### src/spu_regs.svh
`ifndef SPU_REGS_SVH
`define SPU_REGS_SVH

// ----------------------------------------------------------------
// Register indices and byte addresses
// ----------------------------------------------------------------
`define SPU_IDX_CTRL     8'h98
`define SPU_IDX_DATA     8'h99
`define SPU_IDX_CFG      8'h9A
`define SPU_ADDR_CTRL    ({2'h0, `SPU_IDX_CTRL, 2'h0})
`define SPU_ADDR_DATA    ({2'h0, `SPU_IDX_DATA, 2'h0})
`define SPU_ADDR_CFG     ({2'h0, `SPU_IDX_CFG, 2'h0})

// ----------------------------------------------------------------
// Field positions and reset values
// ----------------------------------------------------------------
`define SPU_B_MODE_HI    7
`define SPU_B_MODE_LO    6
`define SPU_B_VARIANT    5
`define SPU_B_REN        4
`define SPU_B_TX9        3
`define SPU_B_RX9        2
`define SPU_B_TXDONE     1
`define SPU_B_RXDONE     0
`define SPU_B_DOUBLER    0
`define SPU_B_TMR2       1
`define SPU_CTRL_RST     5'h00
`define SPU_DATA_RST     8'h00
`define SPU_CFG_RST      2'h0

// ----------------------------------------------------------------
// Modes and timing counts
// ----------------------------------------------------------------
`define SPU_MODE0        2'h0
`define SPU_MODE1        2'h1
`define SPU_MODE2        2'h2
`define SPU_OVS_LAST     4'hF
`define SPU_MID          4'h7
`define SPU_M2_DIV_SLOW  4'h3
`define SPU_M2_DIV_FAST  4'h1
`define SPU_M0_HALF_SLOW 4'h5
`define SPU_M0_HALF_FAST 4'h1
`define SPU_M0_BITS      4'h8
`define SPU_BITS10       4'hA
`define SPU_BITS11       4'hB
`define SPU_RX_LAST      4'h9

// ----------------------------------------------------------------
// AXI responses
// ----------------------------------------------------------------
`define SPU_RESP_OKAY    2'h0
`define SPU_RESP_SLVERR  2'h2

`endif

### src/spu_pkg.sv
package spu_pkg;
  // Transmit / mode-0 shift engine
  typedef enum logic {TX_IDLE, TX_RUN} spu_tx_st_t;
  // Asynchronous receiver
  typedef enum logic {RX_IDLE, RX_BITS} spu_rx_st_t;
endpackage : spu_pkg

### src/spu_baud.sv
`timescale 1ns/100ps
`include "spu_regs.svh"
module spu_baud
  import spu_pkg::*;
(
  input  wire logic       aclk,
  input  wire logic       aresetn,
  input  wire logic       pclk_en,
  input  wire logic [1:0] mode,
  input  wire logic       variant,
  input  wire logic       doubler,
  input  wire logic       tmr2_sel,
  input  wire logic       t1_ovf,
  input  wire logic       t2_ovf,
  input  wire logic       restart,
  output logic            tick16,
  output logic            half0
);

  logic [3:0] cnt_q;    // Shared pclk divider
  logic [3:0] limit;    // Divider terminal count
  logic       t1_odd_q; // Halves timer 1 rate when not doubled
  logic       div_hit;  // Terminal count reached

  // ----------------------------------------------------------------
  // Divider limit per mode
  // ----------------------------------------------------------------
  always_comb begin
    if (mode == `SPU_MODE0) begin
      limit = variant ? `SPU_M0_HALF_FAST : `SPU_M0_HALF_SLOW;
    end else begin
      limit = doubler ? `SPU_M2_DIV_FAST : `SPU_M2_DIV_SLOW;
    end
  end

  // Idle stops the peripheral clock, so nothing advances
  assign div_hit = pclk_en && (cnt_q == limit);

  always_ff @(posedge aclk) begin
    if (!aresetn || restart) begin
      cnt_q <= '0;
    end else if (pclk_en) begin
      cnt_q <= div_hit ? '0 : cnt_q + 4'h1;
    end
  end

  // Timer 1 overflow halving
  always_ff @(posedge aclk) begin
    if (!aresetn) begin
      t1_odd_q <= 1'b0;
    end else if (t1_ovf && pclk_en) begin
      t1_odd_q <= !t1_odd_q;
    end
  end

  // ----------------------------------------------------------------
  // Tick selection
  // ----------------------------------------------------------------
  always_comb begin
    half0  = (mode == `SPU_MODE0) && div_hit;
    tick16 = 1'b0;
    if (mode == `SPU_MODE2) begin
      tick16 = div_hit;
    end else if (mode != `SPU_MODE0) begin
      // Timer rate source for modes 1 and 3
      if (tmr2_sel) begin
        tick16 = t2_ovf && pclk_en;
      end else begin
        tick16 = t1_ovf && pclk_en && (doubler || t1_odd_q);
      end
    end
  end
endmodule : spu_baud

### src/spu_top.sv
// The AXI4-Lite register port is this design's own decision.
`timescale 1ns/100ps
`include "spu_regs.svh"
module spu_top
  import spu_pkg::*;
(
  input  wire logic        aclk,
  input  wire logic        aresetn,
  input  wire logic [11:0] s_axi_awaddr,
  input  wire logic        s_axi_awvalid,
  output logic             s_axi_awready,
  input  wire logic [31:0] s_axi_wdata,
  input  wire logic [3:0]  s_axi_wstrb,
  input  wire logic        s_axi_wvalid,
  output logic             s_axi_wready,
  output logic [1:0]       s_axi_bresp,
  output logic             s_axi_bvalid,
  input  wire logic        s_axi_bready,
  input  wire logic [11:0] s_axi_araddr,
  input  wire logic        s_axi_arvalid,
  output logic             s_axi_arready,
  output logic [31:0]      s_axi_rdata,
  output logic [1:0]       s_axi_rresp,
  output logic             s_axi_rvalid,
  input  wire logic        s_axi_rready,
  input  wire logic        idle_mode,
  input  wire logic        timer1_ovf,
  input  wire logic        timer2_ovf,
  output logic             serial_tx_pin,
  input  wire logic        serial_rx_pin_sense,
  output logic             serial_rx_pin_drive,
  output logic             serial_rx_pin_oe
);

  // ----------------------------------------------------------------
  // Declarations
  // ----------------------------------------------------------------
  logic [11:0] awaddr_q;      // Held write address
  logic [7:0]  wdata_q;       // Held write data, low lane
  logic        wstrb0_q;      // Held low-lane strobe
  logic [4:0]  ctrl_q;        // Mode, variant, enable, tx ninth
  logic [1:0]  cfg_q;         // Doubler and timer select
  logic        rx9_q;         // Received ninth bit
  logic        tx_done_q;     // Sticky transmit flag
  logic        rx_done_q;     // Sticky receive flag
  logic [7:0]  rx_buf_q;      // Receive buffer
  logic        wr_do;         // Both write halves held
  logic        ctrl_wr;       // Control register write
  logic        data_wr;       // Data buffer write
  logic        cfg_wr;        // Config register write
  logic [1:0]  mode;          // Current mode
  logic        variant;       // Third mode bit
  logic        pclk_en;       // Peripheral clock running
  logic        tick16;        // 16x sample tick
  logic        half0;         // Mode 0 half period
  spu_tx_st_t  tx_st_q;       // Shift engine state
  logic [10:0] tx_sh_q;       // Shift register
  logic [3:0]  tx_cnt_q;      // Bits remaining
  logic [3:0]  tx_ph_q;       // Tick phase in bit
  logic        tx_m0_q;       // Engine running mode 0
  logic        m0_rx_q;       // Mode 0 transfer is receive
  logic        m0_rx_go;      // Mode 0 reception request
  logic        tx_set;        // Transmit done event
  logic        m0_load;       // Mode 0 byte received
  logic        rx_m_q;        // Synchroniser first stage
  logic        rx_s_q;        // Synchronised rx line
  logic        rx_p_q;        // Previous rx line
  spu_rx_st_t  rx_st_q;       // Receiver state
  logic [3:0]  rx_ph_q;       // Tick phase in bit
  logic [3:0]  rx_cnt_q;      // Bit index
  logic [7:0]  rx_sh_q;       // Receive shift
  logic        rx_mid;        // Mid-bit sample moment
  logic        rx_fin;        // Last async sample
  logic        rx_take;       // Async byte accepted

  assign mode    = ctrl_q[4:3];
  assign variant = ctrl_q[2];
  assign pclk_en = !idle_mode;

  // ----------------------------------------------------------------
  // AXI4-Lite write channel
  // ----------------------------------------------------------------
  // Address and data taken in either order; response after both
  always_ff @(posedge aclk) begin
    if (!aresetn) begin
      s_axi_awready <= 1'b1;
      s_axi_wready  <= 1'b1;
      s_axi_bvalid  <= 1'b0;
      s_axi_bresp   <= `SPU_RESP_OKAY;
      awaddr_q      <= '0;
      wdata_q       <= '0;
      wstrb0_q      <= 1'b0;
    end else begin
      if (s_axi_awvalid && s_axi_awready) begin
        awaddr_q      <= s_axi_awaddr;
        s_axi_awready <= 1'b0;
      end
      if (s_axi_wvalid && s_axi_wready) begin
        wdata_q      <= s_axi_wdata[7:0];
        wstrb0_q     <= s_axi_wstrb[0];
        s_axi_wready <= 1'b0;
      end
      if (wr_do) begin
        s_axi_bvalid <= 1'b1;
        // Unmapped address answers with an error
        s_axi_bresp  <= (ctrl_wr || data_wr || cfg_wr ||
                         awaddr_q == `SPU_ADDR_CTRL ||
                         awaddr_q == `SPU_ADDR_DATA ||
                         awaddr_q == `SPU_ADDR_CFG) ?
                        `SPU_RESP_OKAY : `SPU_RESP_SLVERR;
      end
      if (s_axi_bvalid && s_axi_bready) begin
        s_axi_bvalid  <= 1'b0;
        s_axi_awready <= 1'b1;
        s_axi_wready  <= 1'b1;
      end
    end
  end

  assign wr_do   = !s_axi_awready && !s_axi_wready && !s_axi_bvalid;
  assign ctrl_wr = wr_do && wstrb0_q && (awaddr_q == `SPU_ADDR_CTRL);
  assign data_wr = wr_do && wstrb0_q && (awaddr_q == `SPU_ADDR_DATA);
  assign cfg_wr  = wr_do && wstrb0_q && (awaddr_q == `SPU_ADDR_CFG);

  // ----------------------------------------------------------------
  // AXI4-Lite read channel
  // ----------------------------------------------------------------
  // Data address reads the receive side only
  always_ff @(posedge aclk) begin
    if (!aresetn) begin
      s_axi_arready <= 1'b1;
      s_axi_rvalid  <= 1'b0;
      s_axi_rdata   <= '0;
      s_axi_rresp   <= `SPU_RESP_OKAY;
    end else if (s_axi_arvalid && s_axi_arready) begin
      s_axi_arready <= 1'b0;
      s_axi_rvalid  <= 1'b1;
      s_axi_rresp   <= `SPU_RESP_OKAY;
      if (s_axi_araddr == `SPU_ADDR_CTRL) begin
        s_axi_rdata <= {24'h0, ctrl_q, rx9_q, tx_done_q, rx_done_q};
      end else if (s_axi_araddr == `SPU_ADDR_DATA) begin
        s_axi_rdata <= {24'h0, rx_buf_q};
      end else if (s_axi_araddr == `SPU_ADDR_CFG) begin
        s_axi_rdata <= {30'h0, cfg_q};
      end else begin
        s_axi_rdata <= '0;
        s_axi_rresp <= `SPU_RESP_SLVERR;
      end
    end else if (s_axi_rvalid && s_axi_rready) begin
      s_axi_rvalid  <= 1'b0;
      s_axi_arready <= 1'b1;
    end
  end

  // ----------------------------------------------------------------
  // Software registers
  // ----------------------------------------------------------------
  // Control fields written by software
  always_ff @(posedge aclk) begin
    if (!aresetn) begin
      ctrl_q <= `SPU_CTRL_RST;
    end else if (ctrl_wr) begin
      ctrl_q <= wdata_q[`SPU_B_MODE_HI:`SPU_B_TX9];
    end
  end

  // Doubler and timer choice
  always_ff @(posedge aclk) begin
    if (!aresetn) begin
      cfg_q <= `SPU_CFG_RST;
    end else if (cfg_wr) begin
      cfg_q <= {wdata_q[`SPU_B_TMR2], wdata_q[`SPU_B_DOUBLER]};
    end
  end

  // Done flags: a hardware set wins over a software clear
  always_ff @(posedge aclk) begin
    if (!aresetn) begin
      tx_done_q <= 1'b0;
      rx_done_q <= 1'b0;
    end else begin
      tx_done_q <= tx_set || (ctrl_wr ? wdata_q[`SPU_B_TXDONE] : tx_done_q);
      rx_done_q <= m0_load || rx_take ||
                   (ctrl_wr ? wdata_q[`SPU_B_RXDONE] : rx_done_q);
    end
  end

  // Receive buffer and ninth bit
  always_ff @(posedge aclk) begin
    if (!aresetn) begin
      rx_buf_q <= `SPU_DATA_RST;
      rx9_q    <= 1'b0;
    end else if (m0_load) begin
      rx_buf_q <= {rx_s_q, tx_sh_q[7:1]};
    end else if (rx_take) begin
      rx_buf_q <= rx_sh_q;
      rx9_q    <= rx_s_q;
    end
  end

  // ----------------------------------------------------------------
  // Rate generation
  // ----------------------------------------------------------------
  spu_baud u_baud (
    .aclk     (aclk),
    .aresetn  (aresetn),
    .pclk_en  (pclk_en),
    .mode     (mode),
    .variant  (variant),
    .doubler  (cfg_q[`SPU_B_DOUBLER]),
    .tmr2_sel (cfg_q[`SPU_B_TMR2]),
    .t1_ovf   (timer1_ovf),
    .t2_ovf   (timer2_ovf),
    .restart  ((tx_st_q == TX_IDLE) && (mode == `SPU_MODE0)),
    .tick16   (tick16),
    .half0    (half0)
  );

  // ----------------------------------------------------------------
  // Shift engine: async transmit and all of mode 0
  // ----------------------------------------------------------------
  // Mode 0 reception starts while enabled and flag clear
  assign m0_rx_go = (mode == `SPU_MODE0) && ctrl_q[1] && !rx_done_q &&
                    pclk_en && !data_wr;

  always_ff @(posedge aclk) begin
    if (!aresetn) begin
      tx_st_q             <= TX_IDLE;
      tx_sh_q             <= '0;
      tx_cnt_q            <= '0;
      tx_ph_q             <= '0;
      tx_m0_q             <= 1'b0;
      m0_rx_q             <= 1'b0;
      serial_tx_pin       <= 1'b1;
      serial_rx_pin_drive <= 1'b1;
      serial_rx_pin_oe    <= 1'b0;
    end else begin
      unique case (tx_st_q)
        TX_IDLE: begin
          tx_ph_q <= '0;
          if (data_wr) begin
            // Writing the buffer starts a send
            tx_st_q <= TX_RUN;
            m0_rx_q <= 1'b0;
            tx_m0_q <= (mode == `SPU_MODE0);
            serial_tx_pin <= 1'b0;
            if (mode == `SPU_MODE0) begin
              tx_sh_q             <= {3'h7, wdata_q};
              tx_cnt_q            <= `SPU_M0_BITS;
              serial_rx_pin_drive <= wdata_q[0];
              serial_rx_pin_oe    <= 1'b1;
            end else begin
              // Stop, ninth or stop, data, start bit
              tx_sh_q  <= {1'b1, mode[1] ? ctrl_q[0] : 1'b1,
                           wdata_q, 1'b0};
              tx_cnt_q <= mode[1] ? `SPU_BITS11 : `SPU_BITS10;
            end
          end else if (m0_rx_go) begin
            tx_st_q       <= TX_RUN;
            m0_rx_q       <= 1'b1;
            tx_m0_q       <= 1'b1;
            tx_cnt_q      <= `SPU_M0_BITS;
            serial_tx_pin <= 1'b0;
          end
        end
        TX_RUN: begin
          if (tx_m0_q) begin
            // Tx pin is the shift clock; peer samples on its rise
            if (half0 && !serial_tx_pin) begin
              serial_tx_pin <= 1'b1;
            end else if (half0) begin
              tx_cnt_q <= tx_cnt_q - 4'h1;
              if (m0_rx_q) begin
                tx_sh_q[7:0] <= {rx_s_q, tx_sh_q[7:1]};
              end else begin
                tx_sh_q             <= {1'b1, tx_sh_q[10:1]};
                serial_rx_pin_drive <= tx_sh_q[1];
              end
              if (tx_cnt_q == 4'h1) begin
                tx_st_q             <= TX_IDLE;
                serial_rx_pin_oe    <= 1'b0;
                serial_rx_pin_drive <= 1'b1;
              end else begin
                serial_tx_pin <= 1'b0;
              end
            end
          end else if (tick16) begin
            // Each async bit lasts 16 sample ticks
            tx_ph_q <= tx_ph_q + 4'h1;
            if (tx_ph_q == `SPU_OVS_LAST) begin
              tx_cnt_q <= tx_cnt_q - 4'h1;
              if (tx_cnt_q == 4'h1) begin
                tx_st_q       <= TX_IDLE;
                serial_tx_pin <= 1'b1;
              end else begin
                tx_sh_q       <= {1'b1, tx_sh_q[10:1]};
                serial_tx_pin <= tx_sh_q[1];
              end
            end
          end
        end
      endcase
    end
  end

  // Done events at the end of the last data bit, or of the ninth bit in modes 2 and 3
  assign tx_set  = (tx_st_q == TX_RUN) && (tx_m0_q ?
                   (half0 && serial_tx_pin && tx_cnt_q == 4'h1 && !m0_rx_q) :
                   (tick16 && tx_ph_q == `SPU_OVS_LAST &&
                    tx_cnt_q == 4'h2));
  assign m0_load = (tx_st_q == TX_RUN) && tx_m0_q && m0_rx_q && half0 &&
                   serial_tx_pin && tx_cnt_q == 4'h1;

  // ----------------------------------------------------------------
  // Rx pin synchroniser
  // ----------------------------------------------------------------
  // First stage feeds only the second
  always_ff @(posedge aclk) begin
    if (!aresetn) begin
      rx_m_q <= 1'b1;
      rx_s_q <= 1'b1;
      rx_p_q <= 1'b1;
    end else begin
      rx_m_q <= serial_rx_pin_sense;
      rx_s_q <= rx_m_q;
      rx_p_q <= rx_s_q;
    end
  end

  // ----------------------------------------------------------------
  // Asynchronous receiver
  // ----------------------------------------------------------------
  assign rx_mid  = (rx_st_q == RX_BITS) && tick16 && (rx_ph_q == `SPU_MID);
  assign rx_fin  = rx_mid && (rx_cnt_q == `SPU_RX_LAST);
  // Multiprocessor variant keeps only frames with the bit after the data set (ninth bit, or stop bit in mode 1)
  assign rx_take = rx_fin && !rx_done_q && (!variant || rx_s_q);

  always_ff @(posedge aclk) begin
    if (!aresetn) begin
      rx_st_q  <= RX_IDLE;
      rx_ph_q  <= '0;
      rx_cnt_q <= '0;
      rx_sh_q  <= '0;
    end else begin
      unique case (rx_st_q)
        RX_IDLE: begin
          rx_ph_q  <= '0;
          rx_cnt_q <= '0;
          // Falling edge starts a frame when enabled
          if (mode != `SPU_MODE0 && ctrl_q[1] && pclk_en &&
              rx_p_q && !rx_s_q) begin
            rx_st_q <= RX_BITS;
          end
        end
        RX_BITS: begin
          if (tick16) begin
            rx_ph_q <= rx_ph_q + 4'h1;
            if (rx_ph_q == `SPU_OVS_LAST) begin
              rx_cnt_q <= rx_cnt_q + 4'h1;
            end
          end
          if (rx_mid) begin
            if (rx_cnt_q == '0) begin
              // A glitch that is high at mid-bit is no start
              if (rx_s_q) begin
                rx_st_q <= RX_IDLE;
              end
            end else if (rx_fin) begin
              rx_st_q <= RX_IDLE;
            end else begin
              rx_sh_q <= {rx_s_q, rx_sh_q[7:1]};
            end
          end
          if (mode == `SPU_MODE0 || !ctrl_q[1]) begin
            rx_st_q <= RX_IDLE;
          end
        end
      endcase
    end
  end
endmodule : spu_top

### config.mk
export PLATFORM = sky130hd
export DESIGN_NAME = spu_top
export DESIGN_NICKNAME = d
export VERILOG_FILES = /design/src/spu_pkg.sv /design/src/spu_baud.sv /design/src/spu_top.sv
export VERILOG_INCLUDE_DIRS = /design/src
export SDC_FILE = /design/constraint.sdc
export NUM_CORES = 1
export LEC_CHECK = 0
export ABC_AREA = 1
export BUFFER_PORTS_ARGS = -buffer_cell sky130_fd_sc_hd__buf_4
export CAP_MARGIN = 20
export CORE_AREA = 5 5 129 131
export CTS_CLUSTER_SIZE = 40
export DETAILED_ROUTE_END_ITERATION = 6
export DIE_AREA = 0 0 134 136
export GPL_ROUTABILITY_DRIVEN = 0
export HOLD_SLACK_MARGIN = 0.1
export MAX_ROUTING_LAYER = met4
export PLACE_DENSITY = 0.55
export SYNTH_ARGS = -nofsm -noshare
export SYNTH_HDL_FRONTEND = slang
export SYNTH_HIERARCHICAL = 1
export SYNTH_SLANG_ARGS = --single-unit
export TNS_END_PERCENT = 20
### constraint.sdc
create_clock -name aclk -period 2.9 [get_ports aclk]
set_input_delay 0.435 -clock aclk [delete_from_list [all_inputs] [get_ports aclk]]
set_output_delay 0.435 -clock aclk [all_outputs]
set_load 0.01 [all_outputs]
Word-level counts from Yosys, hierarchy flattened
Cells that the tools add are included.

Muxes and demuxes: 97. Equal/unequal tests: 34. Add/sub/neg operators: 5. Bitwise gates (word level): 6. Reductions and logical operators: 85.

Operators by type and width (count): 11-bit two-way mux (7); 12-bit by 10-bit equality test with 1-bit output, second input constant (6); 4-bit two-way mux (14); 1-bit two-way mux (51); 1-bit logical AND (42); 8-bit two-way mux (5); 4-bit case mux with 2 select lines (4); 11-bit case mux with 2 select lines (1); 6-bit AND reduction (3); 4-bit by 1-bit adder with 4-bit output, second input constant (4); 3-bit inequality test, second input constant (5); 2-bit two-way mux (7); 1-bit logical NOT (13); 4-bit equality test, second input constant (3); 1-bit logical OR (12); 2-bit inequality test, second input constant (6); 10-bit two-way mux (1); 1-bit case mux with 2 select lines (5); 5-bit AND reduction (2); 2-bit by 1-bit inequality test with 1-bit output, second input constant (4); 2-bit AND reduction (4); 2-bit nonzero test (4); 7-bit AND reduction (1); 3-bit two-way mux (2); other kinds (15) (21).

Register bits after elaboration: 130. Logic and storage cells: 263.

Depth between registers and ports, before layout
Gate-level depths: netlist of the first run.

Depth in word-level cells: 14. Depth in mapped cells: 16. Mapped depth without buffers: 15.

Cells and area by module
Netlist of the first run, hierarchy kept.

By module, submodules not included: spu_top (instances 1, area each 4885.9 um^2, cells an instance 706); spu_baud (instances 1, area each 347.8 um^2, cells an instance 51).

Worst setup path after synthesis of the first run
OpenSTA, ideal clock, no wires.

Kind: input -> register. Start: in idle_mode. End: reg rx_buf_q[5]. Cell stages on the path: 15. Path slack: 0.743 ns. Buffers on the path: 1. Required time: 2.768 ns. Data arrival time: 2.025 ns. Library setup time: 0.132 ns. Path through: inv_1 -> nand2_2 -> nor2_2 -> nand3_2 -> nor2_2 -> nand3_2 -> o21ai_2 -> buf_4 -> nand3_1 -> nor2_1 -> nand4_1 -> nand2_2 -> inv_2 -> nand2_1 -> a21oi_2.

Longest elaborated chain between the ends: 12.

Ends and longest elaborated chain: from (decl) (RTL line spu_top.sv:26) `input wire logic idle_mode,`; 1-bit logical NOT (*) (RTL line spu_top.sv:78) `assign pclk_en = !idle_mode;`; 1-bit logical AND (2 in series) (RTL line spu_baud.sv:69) `tick16 = t1_ovf && pclk_en && (doubler || t1_odd_q);`; 1-bit two-way mux (RTL line spu_baud.sv:66) `if (tmr2_sel) begin`; 1-bit two-way mux (RTL line spu_baud.sv:64) `` end else if (mode != `SPU_MODE0) begin ``; 1-bit two-way mux (*) (RTL line spu_baud.sv:62) `` if (mode == `SPU_MODE2) begin ``; named net tick16 (RTL line spu_top.sv:54) `logic tick16;`; 1-bit logical AND (*) (2 in series) (RTL line spu_top.sv:333) `` assign rx_mid = (rx_st_q == RX_BITS) && tick16 && (rx_ph_q == `SPU_MID); ``; 1-bit logical AND (*) (RTL line spu_top.sv:334) `` assign rx_fin = rx_mid && (rx_cnt_q == `SPU_RX_LAST); ``; 1-bit logical AND (*) (2 in series) (RTL line spu_top.sv:336) `assign rx_take = rx_fin && !rx_done_q && (!variant || rx_s_q);`; 2-bit nonzero test (no line) (*); to (signal assigned) (RTL line spu_top.sv:191) `` rx_buf_q <= `SPU_DATA_RST; ``; to (signal assigned) (RTL line spu_top.sv:194) `rx_buf_q <= {rx_s_q, tx_sh_q[7:1]};`; to (signal assigned) (RTL line spu_top.sv:196) `rx_buf_q <= rx_sh_q;`; to (decl) (RTL line spu_top.sv:46) `logic [7:0] rx_buf_q;`.

The timed path passes the listed nets; every way through them passes the cells marked *. A chain may end at the register's enable or synchronous reset.

Worst setup path in the final report of the first run
Start: reg ctrl_q[3]. End: reg rx_buf_q[5].

Longest elaborated chain between the ends: 11.

Ends and longest elaborated chain: from (decl) (RTL line spu_top.sv:41) `logic [4:0] ctrl_q;`; from (signal assigned) (RTL line spu_top.sv:161) `` ctrl_q <= `SPU_CTRL_RST; ``; from (signal assigned) (RTL line spu_top.sv:163) `` ctrl_q <= wdata_q[`SPU_B_MODE_HI:`SPU_B_TX9]; ``; 2-bit logical NOT (no line); 4-bit two-way mux (RTL line spu_baud.sv:29) `` if (mode == `SPU_MODE0) begin ``; 4-bit equality test (RTL line spu_baud.sv:37) `assign div_hit = pclk_en && (cnt_q == limit);`; 1-bit logical AND (RTL line spu_baud.sv:37); 1-bit two-way mux (*) (RTL line spu_baud.sv:62); named net tick16 (RTL line spu_top.sv:54); 1-bit logical AND (*) (2 in series) (RTL line spu_top.sv:333); 1-bit logical AND (*) (RTL line spu_top.sv:334); 1-bit logical AND (*) (2 in series) (RTL line spu_top.sv:336); 2-bit nonzero test (no line) (*).

Marked as above.

==> impl_metrics.yaml, run 1 <==
sta:
  max_freq_mhz: 440
  tightest_slew_ps: 585
  rsz0062_at_grt: "no"
  clock_skew_ps: 9.76
  hold_viol: 0
  slew_viol_final: 0
  whs_ps: 281
  tns_ps: 0
  finalCritPeriodShare: 0.784
  post-route-min-period_ps: 2270
  slew_headroom: 0.609
  finalSetupViolCount: 0
synthesis:
  synth_compound_area_frac: 0.147
  muxShareOfSynthArea: 0
  synth_simple_gate_area_share: 0.304
  synth_xor_area_frac: 0.00837
  yosysWarnings: 6
  ys_ff_latch: 103
  syn_area_mm2: 0.00523
  ys_seq_area_frac: 0.394
  synthCells: 757
  synth_area_per_cell_um2: 6.91
  ys_types: 42
  synth_top_family_by_area: "simple AND/OR/NAND/NOR gates"
  synth_fa_ha_area_frac: 0.0215
critical_path:
  cp_max_fo: 9
  crit_type: "reg2reg"
  crit_path_end_kind: "register"
  start_kind: "register"
  cp.required_ps: 3110
  cp.arrival_ps: 2490
routing:
  drc: 0
  drt-total-wl_um: 12600
  routedWlPerCell_um: 12.4
  via_per_inst: 4.55
  firstDrtPassIters: 4
  antenna_left: 0
  first_iter_violations: 335
  vias: 4620
floorplan:
  io_pins: 115
  die_area_mm2: 0.0182
  rows: 46
  fp.dieH_um: 136
  die_x_um: 134
  initial_core_util: 0.338
  coreArea_mm2: 0.0155
final_layout:
  layout_common_cells: "157 x nand2_1, 103 x dfxtp_1, 93 x nor2_1"
  final_common_cell: "nand2_1"
  syn_to_final_growth_pct: 16.9
  nets: 898
  n_antenna_cell: 0
  drive_gt1_frac: 0.160
clock_tree:
  post-cts-setup-buffers: 0
  numCtsBuffers: 9
  ctsResizeCount: 0
  cts.sinks: 103
  cts_hold_buffers: 0
  clk_path_buf_depth: 2
  cts_tree: "yes"
  htree_levels: 3
  cts_root_buf: "clkbuf_16"
  insertion_delay_ps: 350
  path_clk_slew_ps: 70
place:
  dp_hpwl_um: 9410
  numPortBuffers: 61
hold_path:
  hp-class: "in2reg"
power:
  power_leakage_uw: 0.00264
  irDropWorstVdd_v: 0.000272
  p_per_area_mw_per_mm2: 521
run_status:
  outcome: "finished clean"
grt:
  grt_max_degree: 41
  grt_pass1_wl_um: 21100
  grt_usage: 0.147
  antenna_found_initial: 0
  grt_overflow: 0
  grt_pass1_vias: 4304
flow_run:
  cap_violations: 0
==> where the power goes <==
part           switching [uW]  internal, uW
Combinational             244           158
Clock                     541           721
Sequential               42.9          1480
==> layer usage <==
| metal | track usage | up-vias | part of all wire | wire length [um] |
|---|---|---|---|---|
| met1 | 0.193 | 2002 | 0.48 | 6080 |
| met4 | 0.0371 | 0 | 0.0077 | 97 |
| met5 | - | - | 0 | 0 |
| met2 | 0.230 | 104 | 0.45 | 5700 |
| li1 | - | 2508 | - | - |
| met3 | 0.0333 | 6 | 0.060 | 758 |
==> state kept, by name (all words and copies together) (netlist names), 2 cells and up <==
register,count
tx_cnt_q,4
awaddr_q,12
ctrl_q,5
u_baud/cnt_q,4
rx_ph_q,4
tx_sh_q,10
wdata_q,8
tx_ph_q,4
rx_cnt_q,4
cfg_q,2
rx_buf_q,8
rx_sh_q,8
s_axi_rdata,8
==> cell type report <==
cell class | count | area [um2]
clock buffers | 12 | 256
clock inverters | 4 | 52.6
fillers | 1669 | 9360
inverters | 94 | 353
multi-input cells | 538 | 2620
flip-flops and latches | 103 | 2060
well taps | 192 | 240
repair buffers | 72 | 541
==> Yosys cell counts, drive strengths merged <==
cell type | number | share of area
nand2 | 165 | 0.12
dfxtp | 103 | 0.39
nor2 | 102 | 0.079
inv | 93 | 0.067
o21ai | 65 | 0.069
a21oi | 63 | 0.062
nand3 | 58 | 0.059
buf | 36 | 0.049
nand4 | 16 | 0.019
clkbuf | 11 | 0.0079
nor3 | 11 | 0.013
ha | 9 | 0.022
a21boi | 3 | 0.0050
or2 | 3 | 0.0036
xnor2 | 3 | 0.0050
nor3b | 2 | 0.0029
o22ai | 2 | 0.0024
xor2 | 2 | 0.0033
a211oi | 1 | 0.0014
a22oi | 1 | 0.0014
a31o | 1 | 0.0017
a31oi | 1 | 0.0012
clkinv | 1 | 0.00072
conb | 1 | 0.00072
nand3b | 1 | 0.0014
nor4 | 1 | 0.0012
o21a | 1 | 0.0014
o21bai | 1 | 0.0014
==> path summary, 6_finish.rpt <==
check	cells after the start	startpoint	end	slack (ps)
hold reg to reg	1	rx_m_q	rx_s_q	430
hold / removal	2	serial_rx_pin_sense	rx_m_q	280
setup / recovery	13	ctrl_q[3]	rx_buf_q[5]	630
setup reg to reg	13	ctrl_q[3]	rx_buf_q[5]	630
==> logic make-up after synthesis <==
logic type      after synthesis
fa+ha+maj                     9
other cells                   1
flops                       103
buf+inv                     141
simple gates                359
xor+xnor                      5
compound gates              139
==> worst max-delay path, stage by stage (launching register included) <==
cell and delay (ps):
dfxtp_1 510, nor2_1 100, nand3_1 80, nand2_1 90, nor2_2 150, nand3_2 80, o21ai_2 130, nand3_1 110
nor2_1 210, nand4_1 200, nand2_2 200, inv_2 130, nand2_1 100, a21oi_2 50
==> through the flow <==
| step | std cells | utilization | cell area [um2] | total power, uW | worst slack (ps) |
|---|---|---|---|---|---|
| 2_1_floorplan | 782 | - | 5330 | 1840 | 743 |
| 3_3_place_gp | 999 | 0.375 | 5810 | 1960 | 502 |
| 3_5_place_dp | 999 | 0.375 | 5810 | 1960 | 466 |
| 4_1_cts | 1015 | 0.395 | 6120 | 3230 | 601 |
| 5_1_grt | 1015 | 0.395 | 6120 | 3340 | 287 |
| 6_report | 1015 | 0.395 | 6120 | 3190 | 627 |
Power figures use the tool's default switching activity.
==> run 2: changes to the inputs <==
==> constraint.sdc (replaced) <==
create_clock -name aclk -period 2.3 [get_ports aclk]
set_input_delay 0.345 -clock aclk [delete_from_list [all_inputs] [get_ports aclk]]
set_output_delay 0.345 -clock aclk [all_outputs]
set_load 0.01 [all_outputs]
==> impl_metrics.yaml, run 2 (synthesis results as in run 1) <==
clock_tree:
  numCtsBuffers: 9
  post-cts-setup-buffers: 0
  clk_path_buf_depth: 2
  insertion_delay_ps: 350
  cts_tree: "yes"
  cts_hold_buffers: 0
  cts.sinks: 103
  htree_levels: 3
  ctsResizeCount: 0
  path_clk_slew_ps: 70
  cts_root_buf: "clkbuf_16"
sta:
  slew_headroom: 0.639
  finalSetupViolCount: 0
  worst_slack_ps: 194
  whs_ps: 186
  slew_viol_final: 0
  post-route-min-period_ps: 2110
  hold_viol: 0
  tightest_slew_ps: 540
  finalCritPeriodShare: 0.916
  max_freq_mhz: 475
  rsz0062_at_grt: "yes"
  clock_skew_ps: 8.23
floorplan:
  initial_core_util: 0.338
  die_x_um: 134
  coreArea_mm2: 0.0155
  rows: 46
  fp.dieH_um: 136
  io_pins: 115
  die_area_mm2: 0.0182
routing:
  first_iter_violations: 293
  drt-total-wl_um: 12700
  firstDrtPassIters: 4
  vias: 4727
  drc: 0
  routedWlPerCell_um: 12.4
  via_per_inst: 4.61
  antenna_left: 0
final_layout:
  top_register: "awaddr_q"
  nets: 911
  syn_to_final_growth_pct: 19.0
  top_regs: "awaddr_q: 12 flops, tx_sh_q: 10 flops"
  final_common_cell: "nand2_1"
  largest_register_ffs: 12
  layout_common_cells: "157 x nand2_1, 102 x dfxtp_1, 91 x nor2_1"
  n_antenna_cell: 0
  drive_gt1_frac: 0.179
hold_path:
  hp-class: "in2reg"
critical_path:
  cp.arrival_ps: 2340
  crit_path_end_kind: "register"
  crit_type: "reg2reg"
  cp_max_fo: 9
  cp.required_ps: 2540
  start_kind: "register"
power:
  combPwrFrac: 0.135
  p_per_area_mw_per_mm2: 623
  switching_share: 0.269
  p_sw_uw: 1040
  clkPwrFrac: 0.370
  seqPwrFrac: 0.495
  irDropWorstVdd_v: 0.000399
  power_leakage_uw: 0.00270
  intPower_uw: 2830
grt:
  antenna_found_initial: 0
  grt_usage: 0.149
  grt_overflow: 0
  grt_max_degree: 33
  grt_pass1_vias: 4373
  grt_pass1_wl_um: 21200
place:
  pre_cts_ws_ps: 18.8
  dp_hpwl_um: 9620
  numPortBuffers: 61
flow_run:
  cap_violations: 0
run_status:
  outcome: "finished clean"
[run 2: cell count changes in the layout (fill, tap and decap cells not counted), moves of 2 or more]
cell	before	now
nor2_1	93	91
clkinvlp_4	0	2
buf_12	0	2
buf_4	72	83
[run 2: power by group through the flow]
stage | combinational [uW] | clock, uW | sequential [uW]
after floorplan | 362 | 0 | 1960
final | 522 | 1440 | 1920
after global routing | 601 | 1560 | 1930
after CTS | 527 | 1500 | 1920
after detailed placement | 525 | 0 | 1960
after global placement | 525 | 0 | 1960
[run 2: critical path, cell delays in order, from the launching register on]
cell     delay, ps
dfxtp_2        370
inv_1          100
nand2_1         90
nand3_1         90
nand3_2        110
nor2_2         130
nand3_2         80
o21ai_2        150
nand3_1        140
nor2_2         160
nand4_1        170
nand2_2        140
inv_2          110
nand2_1         80
a21oi_1         60
[run 2: path summary, 6_finish.rpt]
kind | startpoint | endpoint | slack (ps) | depth (start not counted)
worst max-delay path | ctrl_q[3] | rx_buf_q[1] | 190 | 14
worst min-delay path | serial_rx_pin_sense | rx_m_q | 190 | 2
worst max register to register | ctrl_q[3] | rx_buf_q[1] | 190 | 14
worst min register to register | rx_m_q | rx_s_q | 420 | 1
[run 2: metrics by stage]
| step | instance area, um2 | setup TNS [ps] | cells | total power (uW) | utilization |
|---|---|---|---|---|---|
| after global placement | 5930 | 0 | 1012 | 2480 | 0.383 |
| after floorplan | 5330 | 0 | 782 | 2320 | - |
| after global routing | 6230 | -22.7 | 1026 | 4090 | 0.402 |
| after CTS | 6210 | 0 | 1026 | 3950 | 0.401 |
| final | 6230 | 0 | 1026 | 3880 | 0.402 |
| after detailed placement | 5930 | 0 | 1012 | 2490 | 0.383 |
[run 2: layout make-up]
class	instances	area [um2]
clock buffers	10	239
fillers	1651	9260
multi-input cells	538	2640
well taps	192	240
flip-flops and latches	103	2060
inverters	94	353
clock inverters	4	32.5
repair buffers	85	663
[run 2: per-layer routing]
metal  GRT usage  up-vias  part of all wire
li1            -     2524                 -
met2       0.235      126              0.45
met4      0.0434        0             0.016
met1       0.189     2063              0.47
met3      0.0370       14             0.063
met5           -        -                 0
==> run 3: changes to the inputs <==
--- a/config.mk
+++ b/config.mk
@@ -17,6 +17,7 @@
 export HOLD_SLACK_MARGIN = 0.1
 export MAX_ROUTING_LAYER = met4
 export PLACE_DENSITY = 0.55
+export REMOVE_ABC_BUFFERS = 1
 export SYNTH_ARGS = -nofsm -noshare
 export SYNTH_HDL_FRONTEND = slang
 export SYNTH_HIERARCHICAL = 1
==> impl_metrics.yaml, run 3 (synthesis results as in run 1) <==
run_status:
  outcome: "finished clean"
power:
  p_per_area_mw_per_mm2: 628
  power_leakage_uw: 0.00269
  irDropWorstVdd_v: 0.000364
  p_total_uw: 3900
critical_path:
  reg2reg_slack_ps: 190
  slowest_delay_ps: 330
  rr_startpoint: "cfg_q[0]"
  start_kind: "register"
  rr_endpoint: "rx_buf_q[7]"
  crit_type: "reg2reg"
  cp.arrival_ps: 2350
  cp.buffers_inverters: 2
  worstPathCellList: "inv_1 -> o21ai_0 -> nand2_1 -> nand3_2 -> nor2_2 -> nand3_2 -> o21ai_4 -> nand3_1 -> nor2_2 -> nand4_1 -> nand2_4 -> inv_2 -> nand2_1 -> a21oi_2"
  cpMaxStageDelayCell: "dfxtp_1"
  cp.required_ps: 2540
  crit_path_end_kind: "register"
  cp_max_fo: 9
  crit_start: "cfg_q[0]"
  crit_family: "simple AND/OR/NAND/NOR gates"
  worstRegToRegCells: 14
clock_tree:
  htree_levels: 3
  clk_path_buf_depth: 2
  cts_root_buf: "clkbuf_16"
  ctsResizeCount: 0
  numCtsBuffers: 9
  insertion_delay_ps: 360
  path_clk_slew_ps: 70
  cts_tree: "yes"
  cts_hold_buffers: 0
  cts.sinks: 103
  post-cts-setup-buffers: 0
routing:
  antenna_left: 0
  drc: 0
  first_iter_violations: 261
  firstDrtPassIters: 4
  via_per_inst: 4.58
  routedWlPerCell_um: 12.4
  drt-total-wl_um: 12700
  vias: 4694
grt:
  grt_usage: 0.145
  antenna_found_initial: 0
  grt_max_degree: 32
  grt_pass1_vias: 4248
  grt_pass1_wl_um: 20600
  grt_overflow: 0
final_layout:
  final_common_cell: "nand2_1"
  final_util: 0.401
  fill_cells: 1641
  top_regs: "awaddr_q: 12 flops, tx_sh_q: 10 flops"
  largest_register_ffs: 12
  n_antenna_cell: 0
  layout_common_cells: "156 x nand2_1, 102 x dfxtp_1, 90 x nor2_1"
  top_register: "awaddr_q"
  syn_to_final_growth_pct: 18.6
  drive_gt1_frac: 0.176
  nets: 909
hold_path:
  min_to: "rx_m_q"
  min_path_cells: 2
  holdCritStartpoint: "serial_rx_pin_sense"
  hp-class: "in2reg"
floorplan:
  initial_core_util: 0.338
  die_area_mm2: 0.0182
  io_pins: 115
  rows: 46
  coreArea_mm2: 0.0155
  die_x_um: 134
  fp.dieH_um: 136
sta:
  slew_viol_final: 0
  finalCritPeriodShare: 0.919
  worst_slack_ps: 187
  clock_skew_ps: 10.3
  post-route-min-period_ps: 2110
  max_freq_mhz: 473
  rsz0062_at_grt: "no"
  tightest_slew_ps: 513
  hold_viol: 0
  finalSetupViolCount: 0
  slew_headroom: 0.656
place:
  numPortBuffers: 61
  pre_cts_ws_ps: 84.3
  dp_hpwl_um: 9650
flow_run:
  cap_violations: 0
[run 3: changes by cell type in the layout (fill, tap and decap cells not counted), sizes merged]
cell / delta
clkinvlp: -1
buf: -3
clkinv: +1
clkbuf: +1
nand2: +1
[run 3: through the flow]
step / TNS, ps / hold slack [ps] / instances / cell area (um2)
global placement: 0 / 416 / 1009 / 5900
floorplan: -1460 / 393 / 735 / 5030
finish: 0 / 178 / 1025 / 6210
CTS: 0 / 165 / 1024 / 6170
global route: 0 / 172 / 1025 / 6210
detailed placement: 0 / 420 / 1009 / 5900
[run 3: layout make-up]
type,count,area [um2],share of cell area
clock inverter,4,30.0,0.00484
timing repair buffer,82,628,0.101
sequential,103,2060,0.332
clock buffer,11,243,0.0391
tap,192,240,0.0387
multi-input combinational,539,2650,0.427
inverter,94,353,0.0568
[run 3: how the worst max path moves through the flow]
stage,endpoint,slack (ps),cells past startpoint
after floorplan,rx_buf_q[5],-150,14
after global placement,rx_sh_q[0],100,13
after detailed placement,rx_buf_q[5],80,13
after CTS,tx_sh_q[5],150,15
after global routing,rx_buf_q[5],8,14
final,rx_buf_q[7],190,14
[run 3: report_power, final]
part / switching [uW] / internal [uW]
clock: 690 / 763
sequential: 53.6 / 1870
combinational: 311 / 209
total: 1060 / 2840
[run 3: worst reg2reg max path: stages, from the launching register on]
cell and delay, ps:
dfxtp_1 330, inv_1 150, o21ai_0 120, nand2_1 80, nand3_2 90, nor2_2 120
nand3_2 90, o21ai_4 100, nand3_1 120, nor2_2 110, nand4_1 260, nand2_4 190
inv_2 100, nand2_1 90, a21oi_2 50
[run 3: metal layers]
| layer | vias up | global-route usage | wire length (um) |
|---|---|---|---|
| li1 | 2542 | - | - |
| met1 | 2069 | 0.185 | 6090 |
| met2 | 68 | 0.230 | 5920 |
| met3 | 15 | 0.0263 | 462 |
| met4 | 0 | 0.0571 | 212 |
| met5 | - | - | 0 |
